<file path="src/core/maba_pkg.sv">
package maba_pkg;
   // ---------------------------------------------------------------
   // Operation codes
   // ---------------------------------------------------------------
   localparam int OP_W = 3;
   typedef enum logic [2:0] {
      MABA_OP_NONE = 3'h0,
      MABA_OP_ADD_REG_ACC_WITH_CARRY = 3'h1,
      MABA_OP_ADD_REG_ACC = 3'h2,
      MABA_OP_ADD_IMM_ACC_WITH_CARRY = 3'h3,
      MABA_OP_ADD_IMM_ACC = 3'h4,
      MABA_OP_AND_REG_ACC = 3'h5,
      MABA_OP_BIT_CLEAR_REG = 3'h6
   } maba_op_t;

   // ---------------------------------------------------------------
   // Address ranges and widths
   // ---------------------------------------------------------------
   localparam int DATA_W = 8;
   localparam logic [6:0] RPAGE_MAX = 7'h1F;
   localparam logic [6:0] SPAGE_MAX = 7'h15;
   localparam int DIGIT_BIT = 4;
   localparam logic DEST_ACC = 1'b0;
   localparam logic DEST_REG = 1'b1;
   localparam logic [7:0] ACC_RESET = 8'h00;

   // ---------------------------------------------------------------
   // Status register layout (flags read by software)
   // ---------------------------------------------------------------
   localparam int ST_C = 0;
   localparam int ST_DC = 1;
   localparam int ST_Z = 2;
   localparam int ST_PD = 3;
   localparam int ST_TO = 4;

   // ---------------------------------------------------------------
   // APB register map
   // ---------------------------------------------------------------
   localparam logic [7:0] ADDR_STATUS = 8'h00;
   localparam logic [7:0] ADDR_ACC = 8'h04;
   localparam logic [7:0] ADDR_IRQ_STATUS = 8'h08;
   localparam logic [7:0] ADDR_IRQ_MASK = 8'h0C;
   localparam logic [7:0] ADDR_CONTROL = 8'h10;
   localparam int IRQ_W = 3;
   localparam int IRQ_ZERO = 0;
   localparam int IRQ_CARRY = 1;
   localparam int IRQ_TIMEOUT = 2;
   localparam logic [2:0] IRQ_MASK_RESET = 3'h0;
   localparam int CTL_ENABLE = 0;

   // ---------------------------------------------------------------
   // Carriers
   // ---------------------------------------------------------------
   typedef struct packed {
      logic valid;
      maba_op_t op;
      logic [6:0] reg_addr;
      logic spage;
      logic dest;
      logic [2:0] bit_sel;
      logic [7:0] imm;
      logic [7:0] reg_data;
   } maba_instr_t;

   typedef struct packed {
      logic valid;
      logic [6:0] addr;
      logic spage;
      logic [7:0] data;
   } maba_wr_t;

   typedef struct packed {
      logic psel;
      logic penable;
      logic pwrite;
      logic [7:0] paddr;
      logic [31:0] pwdata;
   } maba_apb_req_t;

   typedef struct packed {
      logic pready;
      logic pslverr;
      logic [31:0] prdata;
   } maba_apb_rsp_t;

   typedef struct packed {
      logic [7:0] acc;
      logic carry;
      logic digit;
      logic zero;
      logic power_down;
      logic time_out;
      logic [2:0] irq_status;
      logic [2:0] irq_mask;
      logic enable;
      maba_wr_t wr;
      logic bad_addr;
      logic [31:0] prdata;
   } maba_state_t;
endpackage

</file>
<file path="src/core/maba_alu.sv">
// Implementation choices: the placing of the registers and the APB slave port.
`timescale 1ns/1ps
`default_nettype none
// Contract
// - Power-down flag one after power-up, watchdog clear
// - Halt entry clears power-down flag
// - Time-out flag one after power-up, clear, halt
// - Watchdog timeout clears time-out flag
// - Register page decoded over zero to 1F
// - Secondary page decoded over zero to 15
// - Destination bit zero accumulator, one register
// - Register add with carry, three flags
// - Register add without carry, three flags
// - Immediate add with carry into accumulator
// - Immediate add without carry into accumulator
// - Register AND updates only zero flag
// - Bit clear forces bit, flags unchanged
// - Carry set on carry out after addition
// - Digit carry provided as status bit
module maba_alu (
   input wire logic clock_in,
   input wire logic reset_n_in,
   input wire logic clock_enable_in,
   input wire maba_pkg::maba_instr_t instr_in,
   input wire logic watchdog_clear_instr_in,
   input wire logic halt_instr_in,
   input wire logic watchdog_timeout_in,
   input wire maba_pkg::maba_apb_req_t apb_in,
   output maba_pkg::maba_apb_rsp_t apb_out,
   output maba_pkg::maba_wr_t reg_wr_out,
   output logic [7:0] accumulator_out,
   output logic [7:0] status_out,
   output logic irq_out
);
   import maba_pkg::*;

   // ---------------------------------------------------------------
   // Helpers
   // ---------------------------------------------------------------
   function automatic logic [8:0] add8(input logic [7:0] a,
                                       input logic [7:0] b,
                                       input logic cin);
      add8 = {1'b0, a} + {1'b0, b} + {8'h00, cin};
   endfunction

   function automatic logic digit_carry(input logic [7:0] a,
                                        input logic [7:0] b,
                                        input logic cin);
      logic [4:0] low;
      low = {1'b0, a[3:0]} + {1'b0, b[3:0]} + {4'h0, cin};
      digit_carry = low[DIGIT_BIT];
   endfunction

   maba_state_t state;
   maba_state_t next_state;

   logic addr_ok;
   logic [7:0] operand_b;
   logic carry_in;
   logic [8:0] sum;
   logic [7:0] result;
   logic is_add;
   logic to_acc;
   logic exec;
   logic apb_access;
   logic [31:0] rd_word;
   logic rd_ok;

   // ---------------------------------------------------------------
   // Operand decode
   // ---------------------------------------------------------------
   always_comb begin
      addr_ok = instr_in.spage ? (instr_in.reg_addr <= SPAGE_MAX)
                               : (instr_in.reg_addr <= RPAGE_MAX);
      is_add = 1'b0;
      carry_in = 1'b0;
      operand_b = instr_in.reg_data;
      to_acc = 1'b0;
      case (instr_in.op)
         MABA_OP_ADD_REG_ACC_WITH_CARRY: begin
            is_add = 1'b1;
            carry_in = state.carry;
            to_acc = (instr_in.dest == DEST_ACC);
         end
         MABA_OP_ADD_REG_ACC: begin
            is_add = 1'b1;
            to_acc = (instr_in.dest == DEST_ACC);
         end
         MABA_OP_ADD_IMM_ACC_WITH_CARRY: begin
            is_add = 1'b1;
            carry_in = state.carry;
            operand_b = instr_in.imm;
            to_acc = 1'b1;
         end
         MABA_OP_ADD_IMM_ACC: begin
            is_add = 1'b1;
            operand_b = instr_in.imm;
            to_acc = 1'b1;
         end
         MABA_OP_AND_REG_ACC: begin
            to_acc = (instr_in.dest == DEST_ACC);
         end
         default: begin
            to_acc = 1'b0;
         end
      endcase
      sum = add8(state.acc, operand_b, carry_in);
      case (instr_in.op)
         MABA_OP_AND_REG_ACC: result = state.acc & instr_in.reg_data;
         MABA_OP_BIT_CLEAR_REG:
            result = instr_in.reg_data & ~(8'h01 << instr_in.bit_sel);
         default: result = sum[7:0];
      endcase
   end

   assign exec = clock_enable_in && state.enable && instr_in.valid &&
                 (instr_in.op != MABA_OP_NONE) && addr_ok;
   assign apb_access = apb_in.psel && apb_in.penable;

   // ---------------------------------------------------------------
   // Register read mux
   // ---------------------------------------------------------------
   always_comb begin
      rd_word = 32'h0000_0000;
      rd_ok = 1'b1;
      case (apb_in.paddr)
         ADDR_STATUS: rd_word = {24'h000000, status_out};
         ADDR_ACC: rd_word = {24'h000000, state.acc};
         ADDR_IRQ_STATUS: rd_word = {29'h0, state.irq_status};
         ADDR_IRQ_MASK: rd_word = {29'h0, state.irq_mask};
         ADDR_CONTROL: rd_word = {31'h0, state.enable};
         default: rd_ok = 1'b0;
      endcase
   end

   // ---------------------------------------------------------------
   // Next state
   // ---------------------------------------------------------------
   always_comb begin
      next_state = state;
      next_state.wr.valid = 1'b0;
      if (exec) begin
         if (is_add) begin
            next_state.zero = (sum[7:0] == 8'h00);
            next_state.digit = digit_carry(state.acc, operand_b,
                                           carry_in);
            next_state.carry = sum[8];
         end else if (instr_in.op == MABA_OP_AND_REG_ACC) begin
            next_state.zero = (result == 8'h00);
         end
         if (to_acc) begin
            next_state.acc = result;
         end else begin
            next_state.wr.valid = 1'b1;
            next_state.wr.addr = instr_in.reg_addr;
            next_state.wr.spage = instr_in.spage;
            next_state.wr.data = result;
         end
      end
      if (clock_enable_in) begin
         if (halt_instr_in) begin
            next_state.power_down = 1'b0;
            next_state.time_out = 1'b1;
         end
         if (watchdog_clear_instr_in) begin
            next_state.power_down = 1'b1;
            next_state.time_out = 1'b1;
         end
         if (watchdog_timeout_in) begin
            next_state.time_out = 1'b0;
         end
         // Clear only the bits already shown in the read word
         if (apb_access && !apb_in.pwrite &&
             apb_in.paddr == ADDR_IRQ_STATUS) begin
            next_state.irq_status = state.irq_status &
                                    ~state.prdata[IRQ_W-1:0];
         end
         if (exec && is_add && sum[7:0] == 8'h00) begin
            next_state.irq_status[IRQ_ZERO] = 1'b1;
         end
         if (exec && is_add && sum[8]) begin
            next_state.irq_status[IRQ_CARRY] = 1'b1;
         end
         if (watchdog_timeout_in) begin
            next_state.irq_status[IRQ_TIMEOUT] = 1'b1;
         end
         if (apb_access && apb_in.pwrite) begin
            case (apb_in.paddr)
               ADDR_ACC: next_state.acc = apb_in.pwdata[7:0];
               ADDR_IRQ_MASK: next_state.irq_mask = apb_in.pwdata[2:0];
               ADDR_CONTROL: next_state.enable = apb_in.pwdata[CTL_ENABLE];
               default: next_state.enable = next_state.enable;
            endcase
         end
         // Read word and error taken in setup, held through access
         if (apb_in.psel && !apb_in.penable) begin
            next_state.prdata = apb_in.pwrite ? 32'h0000_0000 : rd_word;
            next_state.bad_addr = !rd_ok;
         end
      end else begin
         next_state = state;
         next_state.wr.valid = state.wr.valid;
      end
   end

   always_ff @(posedge clock_in) begin
      if (!reset_n_in) begin
         state <= '0;
         state.acc <= ACC_RESET;
         state.power_down <= 1'b1;
         state.time_out <= 1'b1;
         state.irq_mask <= IRQ_MASK_RESET;
         state.enable <= 1'b1;
      end else begin
         state <= next_state;
      end
   end

   // ---------------------------------------------------------------
   // Outputs
   // ---------------------------------------------------------------
   always_comb begin
      status_out = 8'h00;
      status_out[ST_C] = state.carry;
      status_out[ST_DC] = state.digit;
      status_out[ST_Z] = state.zero;
      status_out[ST_PD] = state.power_down;
      status_out[ST_TO] = state.time_out;
   end

   assign accumulator_out = state.acc;
   assign reg_wr_out = state.wr;
   assign irq_out = |(state.irq_status & state.irq_mask);
   assign apb_out.pready = 1'b1;
   assign apb_out.pslverr = apb_access && state.bad_addr;
   assign apb_out.prdata = state.prdata;

   // ---------------------------------------------------------------
   // Checks
   // ---------------------------------------------------------------
   property p_pd_clear;
      @(posedge clock_in) disable iff (!reset_n_in)
      clock_enable_in && watchdog_clear_instr_in |=> state.power_down;
   endproperty
   a_pd_clear: assert property (p_pd_clear)
      else $error("power down flag not set by watchdog clear");

   property p_pd_halt;
      @(posedge clock_in) disable iff (!reset_n_in)
      clock_enable_in && halt_instr_in && !watchdog_clear_instr_in
      |=> !state.power_down;
   endproperty
   a_pd_halt: assert property (p_pd_halt)
      else $error("power down flag not cleared by halt");

   property p_to_set;
      @(posedge clock_in) disable iff (!reset_n_in)
      clock_enable_in && (halt_instr_in || watchdog_clear_instr_in) &&
      !watchdog_timeout_in |=> state.time_out;
   endproperty
   a_to_set: assert property (p_to_set)
      else $error("time out flag not set");

   property p_to_timeout;
      @(posedge clock_in) disable iff (!reset_n_in)
      clock_enable_in && watchdog_timeout_in |=> !status_out[ST_TO];
   endproperty
   a_to_timeout: assert property (p_to_timeout)
      else $error("time out flag not cleared by timeout");

   property p_dest_reg;
      @(posedge clock_in) disable iff (!reset_n_in)
      exec && instr_in.op == MABA_OP_ADD_REG_ACC &&
      instr_in.dest == DEST_REG
      |=> reg_wr_out.valid && accumulator_out == $past(state.acc);
   endproperty
   a_dest_reg: assert property (p_dest_reg)
      else $error("register destination not honoured");

   property p_add_carry;
      @(posedge clock_in) disable iff (!reset_n_in)
      exec && instr_in.op == MABA_OP_ADD_IMM_ACC_WITH_CARRY
      |=> {state.carry, state.acc} == ({1'b0, $past(state.acc)} +
          {1'b0, $past(instr_in.imm)} + {8'h00, $past(state.carry)});
   endproperty
   a_add_carry: assert property (p_add_carry)
      else $error("immediate add with carry wrong");

   property p_and_flags;
      @(posedge clock_in) disable iff (!reset_n_in)
      exec && instr_in.op == MABA_OP_AND_REG_ACC
      |=> state.carry == $past(state.carry) &&
          state.digit == $past(state.digit);
   endproperty
   a_and_flags: assert property (p_and_flags)
      else $error("and changed carry flags");

   property p_bit_clear;
      @(posedge clock_in) disable iff (!reset_n_in)
      exec && instr_in.op == MABA_OP_BIT_CLEAR_REG
      |=> reg_wr_out.data[$past(instr_in.bit_sel)] == 1'b0 &&
          status_out[2:0] == $past(status_out[2:0]);
   endproperty
   a_bit_clear: assert property (p_bit_clear)
      else $error("bit clear wrong");

   property p_range;
      @(posedge clock_in) disable iff (!reset_n_in)
      clock_enable_in && instr_in.valid && !instr_in.spage &&
      instr_in.reg_addr > RPAGE_MAX |=> !reg_wr_out.valid;
   endproperty
   a_range: assert property (p_range)
      else $error("out of range register accepted");

   property p_spage_range;
      @(posedge clock_in) disable iff (!reset_n_in)
      clock_enable_in && instr_in.valid && instr_in.spage &&
      instr_in.reg_addr > SPAGE_MAX |=> !reg_wr_out.valid;
   endproperty
   a_spage_range: assert property (p_spage_range)
      else $error("out of range secondary register accepted");

   property p_add_reg_carry;
      @(posedge clock_in) disable iff (!reset_n_in)
      exec && instr_in.op == MABA_OP_ADD_REG_ACC_WITH_CARRY &&
      instr_in.dest == DEST_ACC
      |=> {state.carry, state.acc} == ({1'b0, $past(state.acc)} +
          {1'b0, $past(instr_in.reg_data)} + {8'h00, $past(state.carry)});
   endproperty
   a_add_reg_carry: assert property (p_add_reg_carry)
      else $error("register add with carry wrong");

   property p_add_reg;
      @(posedge clock_in) disable iff (!reset_n_in)
      exec && instr_in.op == MABA_OP_ADD_REG_ACC &&
      instr_in.dest == DEST_REG
      |=> {state.carry, reg_wr_out.data} == ({1'b0, $past(state.acc)} +
          {1'b0, $past(instr_in.reg_data)}) &&
          state.zero == (reg_wr_out.data == 8'h00);
   endproperty
   a_add_reg: assert property (p_add_reg)
      else $error("register add wrong");

   property p_add_imm;
      @(posedge clock_in) disable iff (!reset_n_in)
      exec && instr_in.op == MABA_OP_ADD_IMM_ACC
      |=> {state.carry, state.acc} == ({1'b0, $past(state.acc)} +
          {1'b0, $past(instr_in.imm)});
   endproperty
   a_add_imm: assert property (p_add_imm)
      else $error("immediate add wrong");

   property p_digit;
      @(posedge clock_in) disable iff (!reset_n_in)
      exec && instr_in.op == MABA_OP_ADD_IMM_ACC
      |=> state.digit == (({1'b0, $past(state.acc[3:0])} +
          {1'b0, $past(instr_in.imm[3:0])}) > 5'h0F);
   endproperty
   a_digit: assert property (p_digit)
      else $error("digit carry not from bit 3");
endmodule // maba_alu
`default_nettype wire

</file>
<file path="config.mk">
export PLATFORM = sky130hd
export DESIGN_NAME = maba_alu
export DESIGN_NICKNAME = d
export VERILOG_FILES = /design/src/core/maba_pkg.sv /design/src/core/maba_alu.sv
export SDC_FILE = /design/constraint.sdc
export NUM_CORES = 1
export LEC_CHECK = 0
export ABC_AREA = 1
export BUFFER_PORTS_ARGS = -buffer_cell sky130_fd_sc_hd__buf_2
export CORE_MARGIN = 5
export CORE_UTILIZATION = 40
export DETAILED_ROUTE_END_ITERATION = 6
export PLACE_DENSITY = 0.66
export SETUP_SLACK_MARGIN = 0.15
export SLEW_MARGIN = 20
export SYNTH_ARGS = -nofsm -noshare
export SYNTH_HDL_FRONTEND = slang
export SYNTH_SLANG_ARGS = --single-unit
</file>
<file path="constraint.sdc">
create_clock -name clock_in -period 3.3 [get_ports clock_in]
set_input_delay 0.165 -clock clock_in [delete_from_list [all_inputs] [get_ports clock_in]]
set_output_delay 0.165 -clock clock_in [all_outputs]
set_load 0.1 [all_outputs]
</file>
==> impl_metrics.csv, run 1 <==
group,metric,value,unit
placement,place_hpwl,7882,um
detailed_routing,drcViolationCount,0,
worst_setup_path,max_stage_delay,450,ps
detailed_routing,antenna_left,0,
placement,placed_cell_area,3684,um^2
pwr,p_leak,1.963,nW
cts,cts_tree,"yes",
cts,clock_latency,300,ps
sta,relSlewSlack,50.29,%
synthesis,yosys_register_bits,46,
synthesis,synth_top_area_share,25.99,%
floorplanning,die_w,104.1,um
grt,grt_use_total,17.33,%
worst_setup_path,worstSetupPathType,"in2reg",
finish,antenna_cells,0,
synthesis,synthCells,564,
synthesis,synth_top_area_cell,"dfxtp_1",
grt,antenna_found_initial,0,
floorplanning,initial_core_util,40.83,%
synthesis,synthesis.area,3543,um^2
finish,fin_nets,706,
floorplanning,die_h,104.1,um
pwr,power.internal,809.3,uW
cts,post-cts-setup-buffers,0,
synthesis,synth.area.top_cells,"dfxtp_1, nand2_1, buf_4",
sta,worst_slew_pin_slew,744.9,ps
pwr,comb_power_share,34.6,%
synthesis,yosys.cell_types.count,37,
pwr,p_sw_share,41.53,%
worst_setup_path,cp_common_cell,"nand2_1",
detailed_routing,viasPerCell,4.834,
sta,hold_viol,0,
grt,grt_pass1_vias,3417,
pwr,peakVddDrop,142.1,uV
worst_setup_path,arrival,2830,ps
worst_setup_path,crit_slowest_cell,"fa_1",
worst_setup_path,end_kind,"register",
worst_setup_path,cp.buffers_inverters,2,
sta,final-setup-viol-count,0,
sta,whs,86.09,ps
floorplanning,fp.coreArea,8678,um^2
worst_setup_path,crit_fanout,7,
sta,fmax,385.0,MHz
finish,stdcell_area,3764,um^2
pwr,power_frac_clock,23.8,%
synthesis,synth_warnings,0,
grt,grt_max_degree,26,
floorplanning,rows,34,
pwr,power.density,367.8,nW/um^2
placement,gp_congestion,0.8929,
outcome,status,"complete, no violations",
detailed_routing,via_count,3495,
cts,post_cts_resize_count,0,
finish,area_delta_synth_final,6.215,%
run,maxCapViolCount,0,
synthesis,syn_area_per_cell,6.283,um^2
sta,final.setup.tns,0,ps
synthesis,ys_seq_area_share,25.99,%
detailed_routing,initialDrtViolationCount,200,
hold_path,hold_class,"in2reg",
worst_setup_path,startpoint_type,"primary input",
sta,drv_slew,0,
sta,skew,8.709,ps
pwr,p_seq_share,41.6,%
cts,htreeDepth,2,
cts,clockRootBuffer,"clkbuf_8",
synthesis,async_reset_ff_share,0,%
finish,multi_input_area,1912,um^2
grt,grt_first_pass_wirelength,15750,um
synthesis,synth-edff-count,0,
grt,gr-total-overflow,0,
worst_setup_path,path_delay_family,"simple AND/OR/NAND/NOR gates",
finish,fillers,958,
finish,final_cell_mix,"nand2_1, buf_2, nor2_1",
cts,ctsHoldBuffers,0,
detailed_routing,routedWlPerCell,13.38,um
worst_setup_path,path_cells,"buf_2 > nor2_1 > nand2_1 > nand2_1 > mux2i_1 > fa_1 > fa_1 > inv_1 > nand2_1 > nand2_1 > nand3_1 > nand2_1 > nand2_1 > nand3_1 > nand2_1 > nor2_1 > nand3_1 > a21oi_1",
sta,period_share,78.72,%
placement,port_buffers,96,
floorplanning,io_pins,149,
floorplanning,dieArea,10840,um^2
cts,numCtsBuffers,5,
detailed_routing,wirelength,9673,um
sta,min_period,2598,ps
sta,rsz0062_at_grt,"no",
cts,clock-sinks,46,
worst_setup_path,cp.required,3530,ps
finish,drive_gt1_share,19.35,%
cts,cts_max_path_buffers,2,
cts,clk_pin_slew_worst_paths,80,ps
finish,layout_commonest_cell,"nand2_1",
synthesis,synth_ff_type,"dfxtp_1",
finish,ff_latch_area,920.9,um^2
pwr,switching_power,574.8,uW
detailed_routing,dr.pass1.iters,4,
-- sequential cells by signal (all words and copies together) (netlist names) --
name             count
status_out           5
reg_wr_out          17
apb_out              8
state                8
accumulator_out      8
-- cells in the mapped netlist, types with 2 or more instances --
| master | number |
|---|---|
| inv_1 | 55 |
| nand4_1 | 4 |
| nand2_1 | 153 |
| nand2_2 | 2 |
| o21ai_1 | 3 |
| nor2_4 | 2 |
| inv_2 | 2 |
| conb_1 | 2 |
| nand3b_1 | 2 |
| nand3_2 | 2 |
| or2_0 | 2 |
| o2111ai_1 | 2 |
| nor3_1 | 3 |
| nor2_1 | 72 |
| ha_1 | 8 |
| or2_2 | 2 |
| fa_1 | 2 |
| o21ai_0 | 41 |
| a22oi_1 | 3 |
| a21oi_2 | 2 |
| buf_4 | 68 |
| nand3_1 | 30 |
| dfxtp_1 | 46 |
| buf_6 | 4 |
| a21oi_1 | 28 |
| clkbuf_1 | 6 |
| a31oi_1 | 4 |
| o211ai_1 | 5 |
-- power by group through the flow --
stage,clock [mW],sequential [mW],combinational (mW)
floorplan,0,0.586,0.420
global placement,0,0.589,0.472
detailed placement,0,0.590,0.476
CTS,0.339,0.576,0.477
global route,0.365,0.579,0.515
finish,0.329,0.576,0.478
-- kinds of logic after synthesis --
logic type      after synthesis  share of synthesized area [%]
compound gates               91                          14.27
xor+xnor                      1                         0.2472
fa+ha+maj                    10                          3.955
buf+inv                     138                          22.81
flops                        46                          25.99
mux                           1                         0.2825
other cells                   2                         0.2119
simple gates                275                          32.24
-- stage by stage --
step	setup slack [ps]	util (%)	cells	total power [mW]
4_1_cts	714.4	43.37	723	1.392
3_5_place_dp	409.6	42.45	716	1.065
5_1_grt	457.0	43.37	723	1.458
2_1_floorplan	768.7	-	590	1.006
3_3_place_gp	466.1	42.45	716	1.061
6_report	702.4	43.37	723	1.384
-- worst reg2reg max path: cells and delay by family (launching register included) --
family / cells / cell delay, ps
DFF: 1 / 380
buffers and inverters: 2 / 220
adders and majority gates: 2 / 890
and+or+nand+nor: 9 / 820
AOI/OAI and AO/OA: 1 / 120
-- path summary, 6_finish.rpt --
check                                             start              to  slack, ps  cells after the start
worst max register to register       accumulator_out[0]   status_out[2]        820                     14
worst max-delay path                       instr_in[28]   status_out[2]        700                     18
worst min register to register           reg_wr_out[14]  reg_wr_out[14]        450                      2
worst min-delay path            watchdog_clear_instr_in   status_out[3]         90                      3
-- final cells by class --
| cell class | instances | area share (%) |
|---|---|---|
| multi-input cells | 406 | 50.80 |
| flip-flops and latches | 46 | 24.47 |
| repair buffers | 98 | 13.16 |
| inverters | 58 | 5.851 |
| well taps | 108 | 3.590 |
| clock buffers | 6 | 1.928 |
| clock inverters | 1 | 0.1995 |
-- routing by layer --
metal / track usage (%) / share of wire (%) / up-vias
met4: 5.273 / 2.4 / 0
met2: 29.37 / 46 / 113
li1: - / - / 1797
met3: 3.786 / 6.9 / 21
met5: 0 / 0 / -
met1: 21.90 / 44 / 1564
No activity file was read; power rests on OpenSTA's default activity.
==> run 2: changes to the inputs <==
- clock period: 3.3 -> 2.51 ns (I/O delays scaled with it)
==> impl_metrics.csv, run 2 (synthesis results as in run 1) <==
group,metric,value,unit
hold_path,hold_class,"in2reg",
sta,final.setup.tns,0,ps
pwr,comb_power_share,34.0,%
floorplanning,die_w,104.1,um
pwr,peakVddDrop,210.8,uV
pwr,power.density,496.2,nW/um^2
cts,clockRootBuffer,"clkbuf_8",
worst_setup_path,cp.required,2740,ps
finish,fin_cells,746,
finish,final_cell_mix,"nand2_1, buf_2, nor2_1",
finish,fin_nets,728,
finish,drive_gt1_share,24.45,%
floorplanning,initial_core_util,40.83,%
grt,antenna_found_initial,0,
sta,drv_slew,0,
placement,gp_congestion,0.8859,
floorplanning,die_h,104.1,um
pwr,p_sw_share,39.44,%
placement,place_hpwl,8200,um
pwr,power_frac_clock,27.9,%
grt,gr-total-overflow,0,
sta,worst_slew_pin_slew,808.3,ps
floorplanning,rows,34,
placement,port_buffers,96,
sta,period_share,90.47,%
finish,antenna_cells,0,
grt,grt_pass1_vias,3381,
finish,largest_reg_flops,17,
cts,cts_max_path_buffers,2,
pwr,switching_power,781.8,uW
cts,clk_pin_slew_worst_paths,90,ps
run,maxCapViolCount,0,
detailed_routing,wirelength,10080,um
outcome,status,"complete, no violations",
sta,hold_viol,0,
finish,layout_commonest_cell,"nand2_1",
floorplanning,io_pins,149,
detailed_routing,routedWlPerCell,13.51,um
worst_setup_path,worstSetupPathType,"reg2reg",
finish,area_delta_synth_final,12.75,%
hold_path,worstHoldPathCells,3,
worst_setup_path,path_cells,"nand3_2 > fa_2 > fa_2 > nand2_1 > nor2_1 > o21ai_1 > nor2_1 > nand3b_1 > nor2_2 > nand2_1 > a21oi_2",
pwr,total_power,1.982,mW
detailed_routing,viasPerCell,4.861,
finish,utilization,46.04,%
detailed_routing,via_count,3626,
detailed_routing,drcViolationCount,0,
detailed_routing,antenna_left,0,
floorplanning,fp.coreArea,8678,um^2
sta,final-setup-viol-count,0,
worst_setup_path,arrival,2500,ps
sta,min_period,2271,ps
detailed_routing,dr.pass1.iters,4,
cts,numCtsBuffers,5,
worst_setup_path,max_stage_delay,550,ps
worst_setup_path,end_kind,"register",
grt,grt_max_degree,26,
sta,skew,7.460,ps
placement,placed_cells,736,
finish,fillers,931,
pwr,power.internal,1.201,mW
worst_setup_path,crit_fanout,2,
grt,grt_first_pass_wirelength,16120,um
sta,whs,52.11,ps
worst_setup_path,startpoint_type,"register",
pwr,p_leak,2.083,nW
worst_setup_path,reg2reg_depth,11,
worst_setup_path,crit_slowest_cell,"fa_2",
sta,relSlewSlack,46.05,%
cts,clock-sinks,46,
cts,clock_latency,300,ps
cts,htreeDepth,2,
grt,grt_use_total,17.56,%
floorplanning,dieArea,10840,um^2
sta,rsz0062_at_grt,"yes",
sta,fmax,440.4,MHz
detailed_routing,initialDrtViolationCount,149,
pwr,p_seq_share,38.2,%
cts,cts_tree,"yes",
[run 2: changes by cell type in the layout (fill, tap and decap cells not counted), moves of 2 or more]
cell	change
nand3_2	+2
nand2_1	-5
dfxtp_1	-2
fa_1	-2
fa_2	+2
nand2_2	+5
dfxtp_2	+2
buf_4	+22
nand3_1	-2
[run 2: final timing paths]
path / from / endpoint / slack [ps]
worst max register to register: status_out[0] / state[54] / 240
worst max-delay path: status_out[0] / state[54] / 240
worst min-delay path: watchdog_clear_instr_in / status_out[3] / 50
worst min register to register: reg_wr_out[14] / reg_wr_out[14] / 450
[run 2: area by class of cell]
type	count	area (um^2)	share of cell area [%]
clock inverters	2	37.54	0.9396
multi-input cells	406	1946	48.70
clock buffers	6	72.57	1.816
well taps	108	135.1	3.382
repair buffers	120	660.6	16.54
flip-flops and latches	46	923.4	23.11
inverters	58	220.2	5.512
[run 2: what timing repair did]
action | in CTS | in global routing
hold endpoints to repair | 0 | 0
buffers inserted | 0 | 2
resized for setup | 0 | 13
hold buffers | 0 | 0
endpoints found under the setup margin | 0 | 7
[run 2: through the flow]
step / cell area (um^2) / setup slack, ps
3_5_place_dp: 3839 / 11.33
3_3_place_gp: 3839 / 64.69
4_1_cts: 3949 / 197.1
2_1_floorplan: 3655 / 153.2
6_report: 3995 / 239.1
5_1_grt: 3995 / 145.6
[run 2: critical path, delay by kind of cell (launching register included)]
kind / cells / cell delay [ps]
AO/OA/AOI/OAI: 2 / 200
adder cells (fa/ha/maj): 2 / 970
flip-flops: 1 / 350
AND/OR/NAND/NOR: 7 / 680
[run 2: metal layers]
metal / share of wire, % / vias to the layer above / track usage [%]
met5: 0 / - / 0
met4: 1.4 / 0 / 4.070
met3: 7.0 / 11 / 3.290
met2: 47 / 134 / 29.83
met1: 44 / 1636 / 23.01
li1: - / 1845 / -
[run 2: power groups by stage]
| stage | clock (mW) | sequential (mW) | combinational (mW) |
|---|---|---|---|
| finish | 0.552 | 0.757 | 0.673 |
| floorplan | 0 | 0.770 | 0.554 |
| detailed placement | 0 | 0.774 | 0.659 |
| CTS | 0.566 | 0.757 | 0.661 |
| global route | 0.595 | 0.759 | 0.721 |
| global placement | 0 | 0.773 | 0.653 |
==> run 3: changes to the inputs <==
- CORE_ASPECT_RATIO: default -> 0.7
- CORE_UTILIZATION: 40 -> 49
- PLACE_DENSITY: 0.66 -> 0.79
==> impl_metrics.csv, run 3 (synthesis results as in run 1) <==
group,metric,value,unit
placement,port_buffers,96,
pwr,power.density,490.5,nW/um^2
pwr,p_sw_share,42.90,%
cts,clockRootBuffer,"clkbuf_8",
worst_setup_path,cp.buffers_inverters,0,
placement,placed_cells,710,
grt,grt_first_pass_wirelength,15770,um
floorplanning,dieArea,9059,um^2
finish,area_delta_synth_final,9.251,%
detailed_routing,antenna_left,0,
sta,rsz0062_at_grt,"no",
sta,final-setup-viol-count,0,
finish,fin_nets,715,
floorplanning,initial_core_util,51.49,%
cts,clock-sinks,46,
pwr,peakVddDrop,316.0,uV
worst_setup_path,end_kind,"register",
sta,fmax,443.9,MHz
worst_setup_path,max_stage_delay,550,ps
sta,relSlewSlack,46.09,%
pwr,power_frac_clock,25.7,%
placement,place_hpwl,8003,um
worst_setup_path,arrival,2490,ps
pwr,power.internal,1.084,mW
pwr,switching_power,814.7,uW
detailed_routing,initialDrtViolationCount,363,
pwr,p_leak,2.010,nW
sta,worst_slew_pin_slew,807.7,ps
worst_setup_path,worstSetupPathType,"reg2reg",
grt,top_usage_layer,"met2",
finish,antenna_cells,0,
pwr,p_seq_share,39.9,%
cts,clk_pin_slew_worst_paths,90,ps
placement,gp_congestion,0.9474,
cts,clock_latency,320,ps
sta,drv_slew,0,
floorplanning,die_w,111.6,um
detailed_routing,drcViolationCount,0,
grt,met1_usage,31.63,%
finish,layout_commonest_cell,"nand2_1",
detailed_routing,dr.pass1.iters,5,
hold_path,hold_class,"in2reg",
detailed_routing,viasPerCell,5.064,
finish,final_cell_mix,"nand2_1, buf_2, nor2_1",
worst_setup_path,crit_fanout,2,
grt,use_met3,5.361,%
sta,final.setup.tns,0,ps
sta,hold_viol,0,
grt,grt_util_met2,31.88,%
worst_setup_path,path_delay_family,"adder cells",
grt,grt_use_total,21.54,%
grt,grt_max_degree,26,
sta,skew,10.53,ps
cts,ctsHoldBuffers,0,
grt,grt_pass1_vias,3232,
outcome,status,"complete, no violations",
cts,numCtsBuffers,5,
finish,largest_reg_flops,17,
run,maxCapViolCount,0,
worst_setup_path,startpoint_type,"register",
cts,cts_max_path_buffers,2,
cts,cts_tree,"yes",
cts,htreeDepth,2,
worst_setup_path,cp.required,2750,ps
sta,period_share,89.76,%
floorplanning,die_h,81.15,um
detailed_routing,wirelength,10020,um
floorplanning,fp.coreArea,6882,um^2
floorplanning,rows,25,
finish,utilization,56.25,%
pwr,comb_power_share,34.4,%
finish,fin_cells,719,
detailed_routing,routedWlPerCell,13.93,um
worst_setup_path,path_cells,"nand3_2 > fa_2 > fa_2 > nand2_1 > nor2_1 > o21ai_1 > nor2_1 > nand3b_1 > nor2_2 > nand2_1 > a21oi_2",
detailed_routing,via_count,3641,
grt,gr-total-overflow,0,
worst_setup_path,crit_slowest_cell,"fa_2",
grt,antenna_found_initial,0,
finish,drive_gt1_share,23.36,%
sta,min_period,2253,ps
floorplanning,io_pins,149,
## run 3: cell type report
type	instances	area [um^2]
Fill cell	713	3010
Multi-Input combinational cell	406	1952
Timing Repair Buffer	107	563.0
Clock buffer	5	68.82
Tap cell	94	117.6
Inverter	58	220.2
Clock inverter	3	23.77
Sequential cell	46	925.9
## run 3: worst min-delay path: cells and delay by family
kind                   cells  cell delay, ps
buffers and inverters      1              90
AND/OR/NAND/NOR            2             120
## run 3: path summary, 6_finish.rpt
path / start / to / slack [ps] / cells past startpoint
setup / recovery: status_out[0] / state[54] / 260 / 11
hold / removal: watchdog_clear_instr_in / status_out[3] / 40 / 3
hold reg to reg: reg_wr_out[15] / reg_wr_out[15] / 450 / 2
setup reg to reg: status_out[0] / state[54] / 260 / 11
## run 3: power by group through the flow
| stage | Clock, mW | Combinational [mW] | Sequential, mW |
|---|---|---|---|
| floorplan | 0 | 0.554 | 0.770 |
| global placement | 0 | 0.626 | 0.775 |
| detailed placement | 0 | 0.633 | 0.776 |
| CTS | 0.492 | 0.634 | 0.759 |
| global route | 0.533 | 0.697 | 0.760 |
| finish | 0.487 | 0.653 | 0.758 |
## run 3: through the flow
| step | area (um^2) | hold slack (ps) | setup WS [ps] | total power [mW] |
|---|---|---|---|---|
| 2_1_floorplan | 3655 | 251.9 | 153.2 | 1.325 |
| 3_3_place_gp | 3731 | 353.4 | 113.9 | 1.401 |
| 3_5_place_dp | 3731 | 363.5 | 65.07 | 1.408 |
| 4_1_cts | 3824 | 31.37 | 179.3 | 1.885 |
| 5_1_grt | 3871 | 56.55 | 138.9 | 1.990 |
| 6_report | 3871 | 36.76 | 257.1 | 1.899 |
## run 3: repair_timing
item | 4_1_cts | 5_1_grt
setup buffers | 0 | 1
endpoints found under the setup margin | 0 | 8
gates resized for setup | 0 | 16
## run 3: per-layer routing
metal / vias up / part of all wire [%]
met5: - / 0
li1: 1820 / -
met2: 215 / 41
met1: 1593 / 45
met4: 0 / 1.1
met3: 13 / 12
